<file path="config.mk">
export PLATFORM = sky130hd
export DESIGN_NAME = amp_sense_limiter_control
export DESIGN_NICKNAME = d
export VERILOG_FILES = /design/src/common/amp_pkg.sv /design/src/vol_ramp.sv /design/src/gain_align.sv /design/src/amp_sense_limiter_control.sv
export VERILOG_INCLUDE_DIRS = /design/src /design/src/common
export SDC_FILE = /design/constraint.sdc
export NUM_CORES = 2
export LEC_CHECK = 0
export ABC_AREA = 1
export BUFFER_PORTS_ARGS = -buffer_cell sky130_fd_sc_hd__buf_4
export CORE_AREA = 2 2 298 300
export DETAILED_ROUTE_END_ITERATION = 8
export DIE_AREA = 0 0 300 302
export PLACE_DENSITY = 0.65
export SYNTH_ARGS = -nofsm -noshare
export SYNTH_HDL_FRONTEND = slang
export SYNTH_HIERARCHICAL = 1
export SYNTH_SLANG_ARGS = --single-unit
</file>
<file path="constraint.sdc">
create_clock -name clk_i -period 28.8 [get_ports clk_i]
set_input_delay 4.32 -clock clk_i [delete_from_list [all_inputs] [get_ports clk_i]]
set_output_delay 4.32 -clock clk_i [all_outputs]
set_load 0.02 [all_outputs]
</file>
<file path="src/common/amp_cfg.svh">
// Register offsets, field positions, reset values and timing counts
`ifndef AMP_CFG_SVH
`define AMP_CFG_SVH

// Register byte offsets
`define REG_CTRL 8'h00
`define REG_VOL 8'h04
`define REG_TXEN 8'h08
`define REG_TXSLOT0 8'h0C
`define REG_TXSLOT1 8'h10
`define REG_ALIGN 8'h14
`define REG_IRQ_LIVE 8'h18
`define REG_IRQ_LATCH 8'h1C
`define REG_IRQ_MASK 8'h20
`define REG_STATUS 8'h24
`define REG_SHDN_EN 8'h28

// Control register fields
`define CTRL_MUTE 0
`define CTRL_RATE_LSB 1
`define CTRL_LCF_LSB 4
`define CTRL_IRQ_POL 7
`define CTRL_HIZ 8
`define CTRL_MODE_LSB 9
`define CTRL_ALIGN_EN 11

// Slot register fields
`define SLOT_FIELD_W 8
`define FLEN_LSB 16
`define ACNT_LSB 8
`define N_ITEMS 6
`define N_WIDE_ITEMS 3

// Reset values
`define CTRL_RST 32'h0000_0101
`define VOL_RST 32'h0000_0000
`define TXEN_RST 32'h0000_0000
`define TXSLOT0_RST 32'h0000_0000
`define TXSLOT1_RST 32'h0040_0000
`define ALIGN_RST 32'h0000_0000
`define MASK_RST 32'hFFFF_FFFF
`define SHDN_RST 32'h0000_0000

// Timing
`define CLK_PERIOD_NS 5
`define RAMP_STEP_NS 1000
`define RAMP_STEP_CYC (`RAMP_STEP_NS / `CLK_PERIOD_NS)

`endif

</file>
<file path="src/common/amp_pkg.sv">
// Shared types of the amplifier control block
package amp_pkg;
  // Limiter alignment modes
  typedef enum logic [1:0] {
    ALIGN_MIN,
    ALIGN_MIN_NZ,
    ALIGN_MAX
  } align_mode_t;

  // Low cut filter corner selections
  typedef enum logic [2:0] {
    LCF_BYPASS,
    LCF_2HZ,
    LCF_50HZ,
    LCF_100HZ,
    LCF_200HZ,
    LCF_400HZ,
    LCF_800HZ
  } lcf_t;
endpackage

</file>
<file path="src/vol_ramp.sv">
// Digital volume ramp toward target or mute level
`timescale 1ns/1ps
`include "amp_cfg.svh"
module vol_ramp #(
  parameter int STEP_CYC = `RAMP_STEP_CYC
) (
  // Clock and reset
  input wire logic clk_i,
  input wire logic rst_n_i,
  // Control
  input wire logic [7:0] target_i,
  input wire logic mute_i,
  input wire logic [2:0] rate_i,
  // Level
  output logic [7:0] level_o
);
  logic [23:0] cnt_ff;
  logic [23:0] period;
  logic [7:0] dest;
  logic step_en;

  // Step period doubles per rate code
  assign period = 24'(STEP_CYC) << rate_i;
  assign dest = mute_i ? 8'h00 : target_i;
  assign step_en = (cnt_ff >= period - 24'h000001);

  // Step divider
  always_ff @(posedge clk_i) begin
    if (!rst_n_i || step_en) begin
      cnt_ff <= 24'h000000;
    end else begin
      cnt_ff <= cnt_ff + 24'h000001;
    end
  end

  // One code per step, or jump when rate code is zero
  always_ff @(posedge clk_i) begin
    if (!rst_n_i) begin
      level_o <= 8'h00;
    end else if (rate_i == 3'h0) begin
      level_o <= dest; // RULE1
    end else if (step_en && level_o < dest) begin
      level_o <= level_o + 8'h01; // RULE1
    end else if (step_en && level_o > dest) begin
      level_o <= level_o - 8'h01; // RULE1
    end
  end
endmodule // vol_ramp

</file>
<file path="src/gain_align.sv">
// Combines limiter attenuation reports of an alignment group
`timescale 1ns/1ps
module gain_align #(
  parameter int NGRP = 8
) (
  // Clock and reset
  input wire logic clk_i,
  input wire logic rst_n_i,
  // Configuration
  input wire logic enable_i,
  input wire amp_pkg::align_mode_t mode_i,
  input wire logic [3:0] count_i,
  // Attenuation inputs
  input wire logic [7:0] own_i,
  input wire logic [NGRP*8-1:0] grp_i,
  // Applied attenuation
  output logic [7:0] att_o
);
  logic [7:0] mn, mnz, mx, g, res;
  logic any_nz;

  // Minimum, minimum non-zero and maximum over group
  always_comb begin
    mn = 8'hFF;
    mnz = 8'hFF;
    mx = 8'h00;
    any_nz = 1'h0;
    g = 8'h00;
    for (int i = 0; i < NGRP; i++) begin
      if (4'(i) < count_i) begin
        g = grp_i[i*8 +: 8];
        if (g < mn) mn = g; // RULE8
        if (g > mx) mx = g; // RULE10
        if (g != 8'h00 && g < mnz) begin
          mnz = g; // RULE9
          any_nz = 1'h1;
        end
      end
    end
    if (!enable_i || count_i == 4'h0) begin
      res = own_i;
    end else begin
      case (mode_i)
        amp_pkg::ALIGN_MIN: res = mn; // RULE8
        amp_pkg::ALIGN_MIN_NZ: res = any_nz ? mnz : 8'h00; // RULE9
        amp_pkg::ALIGN_MAX: res = mx; // RULE10
        default: res = own_i;
      endcase
    end
  end

  // Registered result
  always_ff @(posedge clk_i) begin
    if (!rst_n_i) begin
      att_o <= 8'h00;
    end else begin
      att_o <= res;
    end
  end
endmodule // gain_align

</file>
<file path="src/amp_sense_limiter_control.sv">
// Amplifier control: registers, sense output slots, alignment, interrupts
//
// Overview of operation
// RULE1: Volume ramps gradually at selectable rate
// RULE2: Sense and telemetry items placed on output
// RULE3: Voltage and current sent as 16-bit words
// RULE4: Output frame is 64 slots of 8 bits
// RULE5: Host keeps slot assignments from overlapping
// RULE6: Unused output bits drive zero or float
// RULE7: Aligned device sends and receives limiter gains
// RULE8: Minimum mode applies smallest group attenuation
// RULE9: Minimum non-zero mode ignores non-attenuating members
// RULE10: Maximum mode applies largest group attenuation
// RULE11: Members send gains in consecutive distinct slots
// RULE12: Start slot and count bound gain reading
// RULE13: Faults raise interrupts, some force shutdown
// RULE14: Live and latched flags both readable
// RULE15: Latched flag holds until read back
// RULE16: Interrupt pin level polarity configurable
// RULE17: Per-flag mask blocks interrupt pin
// RULE18: Low cut filter bypass or six corners
// RULE19: Latched flag sets whenever live condition
// RULE20: Items beyond frame length are not sent
//
// The AXI4-Lite slave port and the address map were chosen for this implementation.
`timescale 1ns/1ps
`include "amp_cfg.svh"
module amp_sense_limiter_control #(
  parameter int NFAULT = 8,
  parameter int NGRP = 8,
  parameter int RAMP_STEP_CYC = `RAMP_STEP_CYC
) (
  // Clock and reset
  input wire logic clk_i,
  input wire logic rst_n_i,
  // AXI4-Lite write address and data
  input wire logic [7:0] s_axi_awaddr_i,
  input wire logic s_axi_awvalid_i,
  output logic s_axi_awready_o,
  input wire logic [31:0] s_axi_wdata_i,
  input wire logic [3:0] s_axi_wstrb_i,
  input wire logic s_axi_wvalid_i,
  output logic s_axi_wready_o,
  // AXI4-Lite write response
  output logic [1:0] s_axi_bresp_o,
  output logic s_axi_bvalid_o,
  input wire logic s_axi_bready_i,
  // AXI4-Lite read
  input wire logic [7:0] s_axi_araddr_i,
  input wire logic s_axi_arvalid_i,
  output logic s_axi_arready_o,
  output logic [31:0] s_axi_rdata_o,
  output logic [1:0] s_axi_rresp_o,
  output logic s_axi_rvalid_o,
  input wire logic s_axi_rready_i,
  // TDM link pins
  input wire logic tdm_bclk_i,
  input wire logic tdm_fsync_i,
  input wire logic serial_data_out_i,
  output logic serial_data_out_o,
  output logic serial_data_out_oe_o,
  // Sense and telemetry inputs
  input wire logic [15:0] vsense_i,
  input wire logic [15:0] isense_i,
  input wire logic [15:0] pdm_dec_i,
  input wire logic [7:0] vbat_i,
  input wire logic [7:0] temp_i,
  input wire logic [7:0] own_att_i,
  // Fault conditions
  input wire logic [NFAULT-1:0] fault_i,
  // Control outputs
  output logic irq_o,
  output logic shutdown_o,
  output logic [7:0] volume_o,
  output logic [7:0] applied_att_o,
  output amp_pkg::lcf_t low_cut_filter_o
);
  localparam int IW = $clog2(NGRP);

  // ----------------------------------------------------------------
  // Helpers
  // ----------------------------------------------------------------
  // Bit index inside slot run [s, s+n)
  function automatic logic in_range(input logic [9:0] b,
      input logic [5:0] s, input logic [6:0] n);
    logic [9:0] lo;
    logic [9:0] hi;
    lo = {1'h0, s, 3'h0};
    hi = lo + {n, 3'h0};
    in_range = (b >= lo) && (b < hi);
  endfunction

  // Byte-lane write merge
  function automatic logic [31:0] wmerge(input logic [31:0] old,
      input logic [31:0] d, input logic [3:0] st);
    logic [31:0] r;
    r = old;
    for (int k = 0; k < 4; k++) begin
      if (st[k]) r[k*8 +: 8] = d[k*8 +: 8];
    end
    wmerge = r;
  endfunction

  // ----------------------------------------------------------------
  // Registers
  // ----------------------------------------------------------------
  logic [31:0] ctrl_ff, vol_ff, txen_ff, tslot0_ff, tslot1_ff;
  logic [31:0] align_ff, mask_ff, shdn_ff;
  logic [NFAULT-1:0] latch_ff, flt1_ff, flt2_ff;
  logic [7:0] aw_addr_ff;
  logic aw_have_ff, w_have_ff;
  logic [31:0] wdata_ff;
  logic [3:0] wstrb_ff;
  logic do_wr, wr_ok, rd_go, rd_ok, rd_clr;
  logic [7:0] wa, ra;
  logic [31:0] rd_val;

  assign s_axi_awready_o = !aw_have_ff && !s_axi_bvalid_o;
  assign s_axi_wready_o = !w_have_ff && !s_axi_bvalid_o;
  assign do_wr = aw_have_ff && w_have_ff && !s_axi_bvalid_o;
  assign wa = {aw_addr_ff[7:2], 2'h0};
  assign s_axi_arready_o = !s_axi_rvalid_o;
  assign rd_go = s_axi_arvalid_i && s_axi_arready_o;
  assign ra = {s_axi_araddr_i[7:2], 2'h0};
  assign rd_clr = rd_go && (ra == `REG_IRQ_LATCH);

  // Address and data capture, either order
  always_ff @(posedge clk_i) begin
    if (!rst_n_i) begin
      aw_have_ff <= 1'h0;
      w_have_ff <= 1'h0;
      aw_addr_ff <= 8'h00;
      wdata_ff <= 32'h0000_0000;
      wstrb_ff <= 4'h0;
    end else begin
      if (s_axi_awvalid_i && s_axi_awready_o) begin
        aw_have_ff <= 1'h1;
        aw_addr_ff <= s_axi_awaddr_i;
      end else if (do_wr) begin
        aw_have_ff <= 1'h0;
      end
      if (s_axi_wvalid_i && s_axi_wready_o) begin
        w_have_ff <= 1'h1;
        wdata_ff <= s_axi_wdata_i;
        wstrb_ff <= s_axi_wstrb_i;
      end else if (do_wr) begin
        w_have_ff <= 1'h0;
      end
    end
  end

  // Write decode
  always_comb begin
    case (wa)
      `REG_CTRL, `REG_VOL, `REG_TXEN, `REG_TXSLOT0, `REG_TXSLOT1,
      `REG_ALIGN, `REG_IRQ_MASK, `REG_SHDN_EN, `REG_IRQ_LIVE,
      `REG_IRQ_LATCH, `REG_STATUS: wr_ok = 1'h1;
      default: wr_ok = 1'h0;
    endcase
  end

  // Writable registers
  always_ff @(posedge clk_i) begin
    if (!rst_n_i) begin
      ctrl_ff <= `CTRL_RST;
      vol_ff <= `VOL_RST;
      txen_ff <= `TXEN_RST;
      tslot0_ff <= `TXSLOT0_RST;
      tslot1_ff <= `TXSLOT1_RST;
      align_ff <= `ALIGN_RST;
      mask_ff <= `MASK_RST;
      shdn_ff <= `SHDN_RST;
    end else if (do_wr) begin
      case (wa)
        `REG_CTRL: ctrl_ff <= wmerge(ctrl_ff, wdata_ff, wstrb_ff);
        `REG_VOL: vol_ff <= wmerge(vol_ff, wdata_ff, wstrb_ff);
        `REG_TXEN: txen_ff <= wmerge(txen_ff, wdata_ff, wstrb_ff);
        `REG_TXSLOT0: tslot0_ff <= wmerge(tslot0_ff, wdata_ff, wstrb_ff);
        `REG_TXSLOT1: tslot1_ff <= wmerge(tslot1_ff, wdata_ff, wstrb_ff);
        `REG_ALIGN: align_ff <= wmerge(align_ff, wdata_ff, wstrb_ff); // RULE12
        `REG_IRQ_MASK: mask_ff <= wmerge(mask_ff, wdata_ff, wstrb_ff);
        `REG_SHDN_EN: shdn_ff <= wmerge(shdn_ff, wdata_ff, wstrb_ff);
        default: ;
      endcase
    end
  end

  // Write response
  always_ff @(posedge clk_i) begin
    if (!rst_n_i) begin
      s_axi_bvalid_o <= 1'h0;
      s_axi_bresp_o <= 2'h0;
    end else if (do_wr) begin
      s_axi_bvalid_o <= 1'h1;
      s_axi_bresp_o <= wr_ok ? 2'h0 : 2'h2;
    end else if (s_axi_bready_i) begin
      s_axi_bvalid_o <= 1'h0;
    end
  end

  // Read mux
  always_comb begin
    rd_ok = 1'h1;
    case (ra)
      `REG_CTRL: rd_val = ctrl_ff;
      `REG_VOL: rd_val = vol_ff;
      `REG_TXEN: rd_val = txen_ff;
      `REG_TXSLOT0: rd_val = tslot0_ff;
      `REG_TXSLOT1: rd_val = tslot1_ff;
      `REG_ALIGN: rd_val = align_ff;
      `REG_IRQ_LIVE: rd_val = 32'(flt2_ff); // RULE14
      `REG_IRQ_LATCH: rd_val = 32'(latch_ff); // RULE14
      `REG_IRQ_MASK: rd_val = mask_ff;
      `REG_SHDN_EN: rd_val = shdn_ff;
      `REG_STATUS: rd_val = {15'h0000, shutdown_o, applied_att_o,
                             volume_o};
      default: begin
        rd_val = 32'h0000_0000;
        rd_ok = 1'h0;
      end
    endcase
  end

  // Read response
  always_ff @(posedge clk_i) begin
    if (!rst_n_i) begin
      s_axi_rvalid_o <= 1'h0;
      s_axi_rdata_o <= 32'h0000_0000;
      s_axi_rresp_o <= 2'h0;
    end else if (rd_go) begin
      s_axi_rvalid_o <= 1'h1;
      s_axi_rdata_o <= rd_val;
      s_axi_rresp_o <= rd_ok ? 2'h0 : 2'h2;
    end else if (s_axi_rready_i) begin
      s_axi_rvalid_o <= 1'h0;
    end
  end

  // ----------------------------------------------------------------
  // Interrupts and shutdown
  // ----------------------------------------------------------------
  logic irq_act;

  // Fault synchroniser
  always_ff @(posedge clk_i) begin
    if (!rst_n_i) begin
      flt1_ff <= '0;
      flt2_ff <= '0;
    end else begin
      flt1_ff <= fault_i;
      flt2_ff <= flt1_ff; // RULE13
    end
  end

  // Latched flags: read clears, new condition wins
  always_ff @(posedge clk_i) begin
    if (!rst_n_i) begin
      latch_ff <= '0;
    end else begin
      latch_ff <= (latch_ff & ~(rd_clr ? latch_ff : '0)) // RULE15
                  | flt2_ff; // RULE19
    end
  end

  assign irq_act = |(latch_ff & ~mask_ff[NFAULT-1:0]); // RULE17

  // Pin level and shutdown
  always_ff @(posedge clk_i) begin
    if (!rst_n_i) begin
      irq_o <= 1'h0;
      shutdown_o <= 1'h0;
    end else begin
      irq_o <= ctrl_ff[`CTRL_IRQ_POL] ? irq_act : !irq_act; // RULE16
      shutdown_o <= |(latch_ff & shdn_ff[NFAULT-1:0]); // RULE13
    end
  end

  // ----------------------------------------------------------------
  // TDM frame timing
  // ----------------------------------------------------------------
  logic [2:0] bclk_ff, fs_ff;
  logic [1:0] sdi_ff;
  logic bclk_rise, bclk_fall, fs_rise, fs_pend_ff, frame_go;
  logic [9:0] bit_ff, nxt_bit;
  logic [6:0] flen;
  logic [15:0] snap_ff [0:`N_ITEMS-1];

  // Pin synchronisers, third stage only for edges
  always_ff @(posedge clk_i) begin
    if (!rst_n_i) begin
      bclk_ff <= 3'h0;
      fs_ff <= 3'h0;
      sdi_ff <= 2'h0;
    end else begin
      bclk_ff <= {bclk_ff[1:0], tdm_bclk_i};
      fs_ff <= {fs_ff[1:0], tdm_fsync_i};
      sdi_ff <= {sdi_ff[0], serial_data_out_i};
    end
  end

  assign bclk_rise = bclk_ff[1] && !bclk_ff[2];
  assign bclk_fall = !bclk_ff[1] && bclk_ff[2];
  assign fs_rise = fs_ff[1] && !fs_ff[2];
  assign frame_go = bclk_rise && fs_pend_ff;
  assign flen = tslot1_ff[`FLEN_LSB +: 7]; // RULE4
  assign nxt_bit = frame_go ? 10'h000 :
                   (bit_ff == 10'h3FF) ? bit_ff : bit_ff + 10'h001;

  // Frame start pending and bit counter
  always_ff @(posedge clk_i) begin
    if (!rst_n_i) begin
      fs_pend_ff <= 1'h0;
      bit_ff <= 10'h3FF;
    end else begin
      if (fs_rise) fs_pend_ff <= 1'h1;
      else if (bclk_rise) fs_pend_ff <= 1'h0;
      if (bclk_rise) bit_ff <= nxt_bit;
    end
  end

  // Telemetry snapshot once per frame
  always_ff @(posedge clk_i) begin
    if (!rst_n_i) begin
      for (int i = 0; i < `N_ITEMS; i++) snap_ff[i] <= 16'h0000;
    end else if (fs_rise) begin
      snap_ff[0] <= vsense_i; // RULE3
      snap_ff[1] <= isense_i; // RULE3
      snap_ff[2] <= pdm_dec_i; // RULE2
      snap_ff[3] <= {vbat_i, 8'h00}; // RULE2
      snap_ff[4] <= {temp_i, 8'h00}; // RULE2
      snap_ff[5] <= {own_att_i, 8'h00}; // RULE7
    end
  end

  // ----------------------------------------------------------------
  // Transmit
  // ----------------------------------------------------------------
  logic tx_hit, tx_bit;
  logic [5:0] slot;
  logic [6:0] nsl;
  logic [9:0] off;

  // Slot lookup for the next bit
  always_comb begin
    tx_hit = 1'h0;
    tx_bit = 1'h0;
    slot = 6'h00;
    nsl = 7'h00;
    off = 10'h000;
    for (int i = 0; i < `N_ITEMS; i++) begin
      slot = 6'({tslot1_ff, tslot0_ff} >> (i * `SLOT_FIELD_W));
      nsl = (i < `N_WIDE_ITEMS) ? 7'h02 : 7'h01; // RULE3
      if (txen_ff[i] && ({1'h0, slot} + nsl <= flen) // RULE20
          && in_range(nxt_bit, slot, nsl)) begin // RULE4
        tx_hit = 1'h1;
        off = nxt_bit - {1'h0, slot, 3'h0};
        tx_bit = snap_ff[i][4'hF - off[3:0]]; // RULE2
      end
    end
  end

  // Output pin driven after each bit clock rise
  always_ff @(posedge clk_i) begin
    if (!rst_n_i) begin
      serial_data_out_o <= 1'h0;
      serial_data_out_oe_o <= 1'h0;
    end else if (bclk_rise) begin
      serial_data_out_o <= tx_hit && tx_bit; // RULE6
      serial_data_out_oe_o <= tx_hit || !ctrl_ff[`CTRL_HIZ]; // RULE6
    end
  end

  // ----------------------------------------------------------------
  // Receive group gains
  // ----------------------------------------------------------------
  logic [5:0] astart;
  logic [3:0] acnt;
  logic [6:0] sh_ff;
  logic [NGRP*8-1:0] grp_ff;
  logic rx_take;
  logic [6:0] rx_idx;

  assign astart = align_ff[5:0];
  assign acnt = align_ff[`ACNT_LSB +: 4];
  assign rx_take = bclk_fall && ctrl_ff[`CTRL_ALIGN_EN]
                   && in_range(bit_ff, 6'h00, flen)
                   && in_range(bit_ff, astart, {3'h0, acnt}); // RULE12
  assign rx_idx = bit_ff[9:3] - {1'h0, astart};

  // Gain bytes shifted in on the falling bit clock
  always_ff @(posedge clk_i) begin
    if (!rst_n_i) begin
      sh_ff <= 7'h00;
      grp_ff <= '0;
    end else if (rx_take) begin
      sh_ff <= {sh_ff[5:0], sdi_ff[1]};
      if (bit_ff[2:0] == 3'h7) begin
        grp_ff[rx_idx[IW-1:0]*8 +: 8] <= {sh_ff, sdi_ff[1]}; // RULE7
      end
    end
  end

  // ----------------------------------------------------------------
  // Submodules and plain outputs
  // ----------------------------------------------------------------
  gain_align #(.NGRP(NGRP)) u_align (
    .clk_i(clk_i),
    .rst_n_i(rst_n_i),
    .enable_i(ctrl_ff[`CTRL_ALIGN_EN]),
    .mode_i(amp_pkg::align_mode_t'(ctrl_ff[`CTRL_MODE_LSB +: 2])),
    .count_i(acnt),
    .own_i(own_att_i),
    .grp_i(grp_ff),
    .att_o(applied_att_o)
  );

  vol_ramp #(.STEP_CYC(RAMP_STEP_CYC)) u_ramp (
    .clk_i(clk_i),
    .rst_n_i(rst_n_i),
    .target_i(vol_ff[7:0]),
    .mute_i(ctrl_ff[`CTRL_MUTE] || shutdown_o), // RULE1
    .rate_i(ctrl_ff[`CTRL_RATE_LSB +: 3]),
    .level_o(volume_o)
  );

  // Filter corner select
  always_ff @(posedge clk_i) begin
    if (!rst_n_i) begin
      low_cut_filter_o <= amp_pkg::LCF_BYPASS;
    end else if (ctrl_ff[`CTRL_LCF_LSB +: 3] > 3'h6) begin
      low_cut_filter_o <= amp_pkg::LCF_BYPASS; // RULE18
    end else begin
      low_cut_filter_o <= amp_pkg::lcf_t'(ctrl_ff[`CTRL_LCF_LSB +: 3]);
    end
  end
endmodule // amp_sense_limiter_control

</file>
==> summary.md <==
| Metric | Value |
|---|---|
| Hold Buf Count CTS | 0 |
| Dominant cell type by area after synthesis | dfxtp_1 |
| Die width | 300 microns |
| Synth top cells by count | nand2_1 (863), nor2_1 (709), inv_1 (551) |
| Status | finished clean |
| Hold WC Path Type | flip-flop to flip-flop |
| Multiplexer area fraction after synthesis | 0.000289 |
| RSZ-0062 raised after global routing | false |
| Final hold vios | 0 |
| Cell Area, Synth | 34600 sq um |
| Area grow syn2layout | 13.7% |
| Avg WL per Cell | 18.1 microns |
| Cells after Synth | 4903 |
| Worst VDD drop | 42.1 uV |
| Max Fanout on Critical Path | 16 |
| IO Pins | 206 |
| Initial drt markers | 3231 |
| Setup TNS | 0 ns |
| Slowest cell delay on critical path | 0.87 ns |
| Max-Cap Viols | 0 |
| RD Place Congestion | 0.935 |
| Post-CTS Resized | 0 |
| Critical path launch point | align_ff[9] |
| Post-CTS Setup Inserts | 0 |
| Worst flop-to-flop path startpoint | align_ff[9] |
| Share of layout cells above drive strength 1 | 0.0912 |
| CORE AREA | 87600 sq um |
| Nets | 5458 |
| Top-area cell type share of the netlist area | 0.288 |
| Die Y | 302 microns |
| Wire length after detailed routing | 113 mm |
| CP delay by family, top | compound AO/OA/AOI/OAI gates |
| Pleak | 18.2 nW |
| Critical-path top delay cell | a2111oi_2 |
| Worst-skew pair later-pin latency | 0.64 ns |
| GRT Util Overall | 0.242 |
| Final HPWL DP | 81.4 mm |
| Clk slew on worst S/H paths | 0.06 ns |
| Clock share of power | 0.454 |
| Power per standard cell area | 50.3 nW/um^2 |
| Main synth FF type | dfxtp_1 |
| FMAX | 77.6 MHz |
| Vias/cell | 5.30 |
| Int Pwr | 0.00142 W |
| Bufs on Longest Clock Path | 3 |
| First-pass GRT wire length | 173 mm |
| Switching Share | 0.280 |
| GR peak layer | met2 |
| Vias in the first global route | 29969 |
| Slew @ Worst Pin | 1.15 ns |
| Synth area leaders | dfxtp_1 (29%), ha_1 (11%), nand2_1 (9.4%) |
| Hold Startpoint | flt1_ff[2] |
| Routing usage on met3 | 0.0381 |
| Largest family of logic cells by synthesized area | simple AND/OR/NAND/NOR gates |
| Sum of buffers and inverters on the critical path | 4 |
| GRT Residual Overflow | 0 |
| Synthesis-stage register bit count | 569 |
| Tcrit/Tclk final | 0.448 |
| Final setup viols | 0 |
| Critical path class | flip-flop to flip-flop |
| # port buffers | 199 |
| Starting Density | 0.395 |
| Crit end category | flip-flop |
| # clock sinks | 569 |
| TritonCTS Buffers | 66 |
| Max-slew violation count | 0 |
| Post-synth EDFFs | 72 |
| Worst Clk Skew | 0.0457 ns |
| FFs w/ async S/R, synth | 0 |
| Synth Area in Compound Gates | 0.186 |
| XOR/XNOR Fraction of Synth Area | 0.0104 |
| CTS H-tree lvls | 3 |
| Antenna Nets Post-Route | 0 |
| Post-synthesis sequential area ratio | 0.350 |
| Clock root cell | clkbuf_16 |
| DR pass1 iterations | 6 |
| Post-synthesis simple-gate area fraction | 0.252 |
| Row cnt | 109 |
| Slew HR | 0.231 |
| Synth Area in Adders | 0.112 |
| Met1 global-route usage | 0.336 |
| Met2 usage | 0.379 |
| Initial antenna violation count | 1 |
| Worst hold margin | 0.414 ns |
| P_sw | 0.000553 W |
| Pin count of the biggest net entering global routing | 89 |
| Comb power frac | 0.119 |
| Setup crit start kind | flip-flop |
| Die Footprint | 90600 sq um |
| Synth warn | 6 |
| Sequential share of power | 0.427 |
| Synth unique cells | 74 |
| Vias after detailed routing | 33012 |
| Worst path required time | 29.36 ns |
| TritonCTS clock tree | done |
| Count leader, synth | nand2_1 |
| Syn avg cell area | 7.05 sq um |
| CP most frequent cell | a21oi_1 |
| Detailed-route DRC error count | 0 |
| Critical path arrival | 13.45 ns |
| Min Tclk post-route | 12.89 ns |
==> layout make-up <==
type / instances / area, sq um
diodes: 2 / 5.00
clock buffers: 85 / 1850
fillers: 8977 / 48200
flip-flops and latches: 569 / 12100
clock inverters: 33 / 490
multi-input cells: 3551 / 19500
inverters: 587 / 2210
well taps: 1165 / 1460
repair buffers: 232 / 1750
==> worst min-delay path: cells and delay by family, from the launching register on <==
family	cells	cell delay (ns)
and+or+nand+nor	1	0.05
buffers and inverters	1	0.04
DFF	1	0.30
==> metrics by stage <==
stage | cells | worst slack (ns) | total power [W] | utilization | area (sq um)
final | 6224 | 15.91 | 0.00198 | 0.449 | 39300
after global routing | 6222 | 14.81 | 0.00205 | 0.449 | 39300
after CTS | 6222 | 16.18 | 0.00199 | 0.449 | 39300
after detailed placement | 6104 | 16.23 | 0.00110 | 0.422 | 37000
after global placement | 6104 | 16.36 | 0.00109 | 0.422 | 37000
after floorplan | 4910 | 17.39 | 0.00101 | - | 34600
==> path summary, 6_finish.rpt <==
check | endpoint | slack, ns | cells after the start
hold / removal | flt2_ff[2] | 0.41 | 2
hold reg to reg | flt2_ff[2] | 0.41 | 2
setup reg to reg | u_align/att_o[0] | 15.91 | 55
setup / recovery | u_align/att_o[0] | 15.91 | 55
==> layout by cell type, fill, tap and decap left out, types with 39 or more instances in the layout <==
| master | synthesis | final |
|---|---|---|
| nand4_1 | 39 | 39 |
| ha_1 | 306 | 306 |
| edfxtp_1 | 72 | 72 |
| a21oi_1 | 370 | 369 |
| nor2_1 | 709 | 704 |
| inv_1 | 551 | 550 |
| a22oi_1 | 40 | 40 |
| nand3_1 | 300 | 300 |
| buf_4 | 9 | 231 |
| nand2_1 | 863 | 861 |
| clkbuf_16 | 0 | 67 |
| o21ai_0 | 546 | 546 |
| dfxtp_1 | 497 | 497 |
==> flip-flops by register name, summed over array words and instances, names as in the netlist, 24 cells and up <==
| signal | flops |
|---|---|
| u_ramp/cnt_ff | 24 |
| wdata_ff | 32 |
| tslot1_ff | 32 |
| shdn_ff | 32 |
| txen_ff | 32 |
| snap_ff | 72 |
| ctrl_ff | 32 |
| grp_ff | 64 |
| mask_ff | 32 |
| align_ff | 32 |
| s_axi_rdata_o | 32 |
| tslot0_ff | 32 |
| vol_ff | 32 |
==> metal layers <==
metal,up-vias,part of all wire
met5,-,0
met4,0,0.031
met3,201,0.080
met2,1225,0.43
met1,15055,0.46
li1,16531,-
==> power by group through the flow <==
stage          Combinational, W  Sequential (W)  Clock (W)
3_3_place_gp           0.000233        0.000860          0
5_1_grt                0.000265        0.000845   0.000943
4_1_cts                0.000237        0.000843   0.000911
6_report               0.000236        0.000844   0.000897
3_5_place_dp           0.000235        0.000860          0
2_1_floorplan          0.000164        0.000846          0
==> cell families after synthesis <==
family          after synthesis
buf+inv                     790
fa+ha+maj                   309
simple gates               2044
xor+xnor                     41
compound gates             1146
mux                           1
other cells                   3
flops                       569
(Power assumes the default switching activity.)
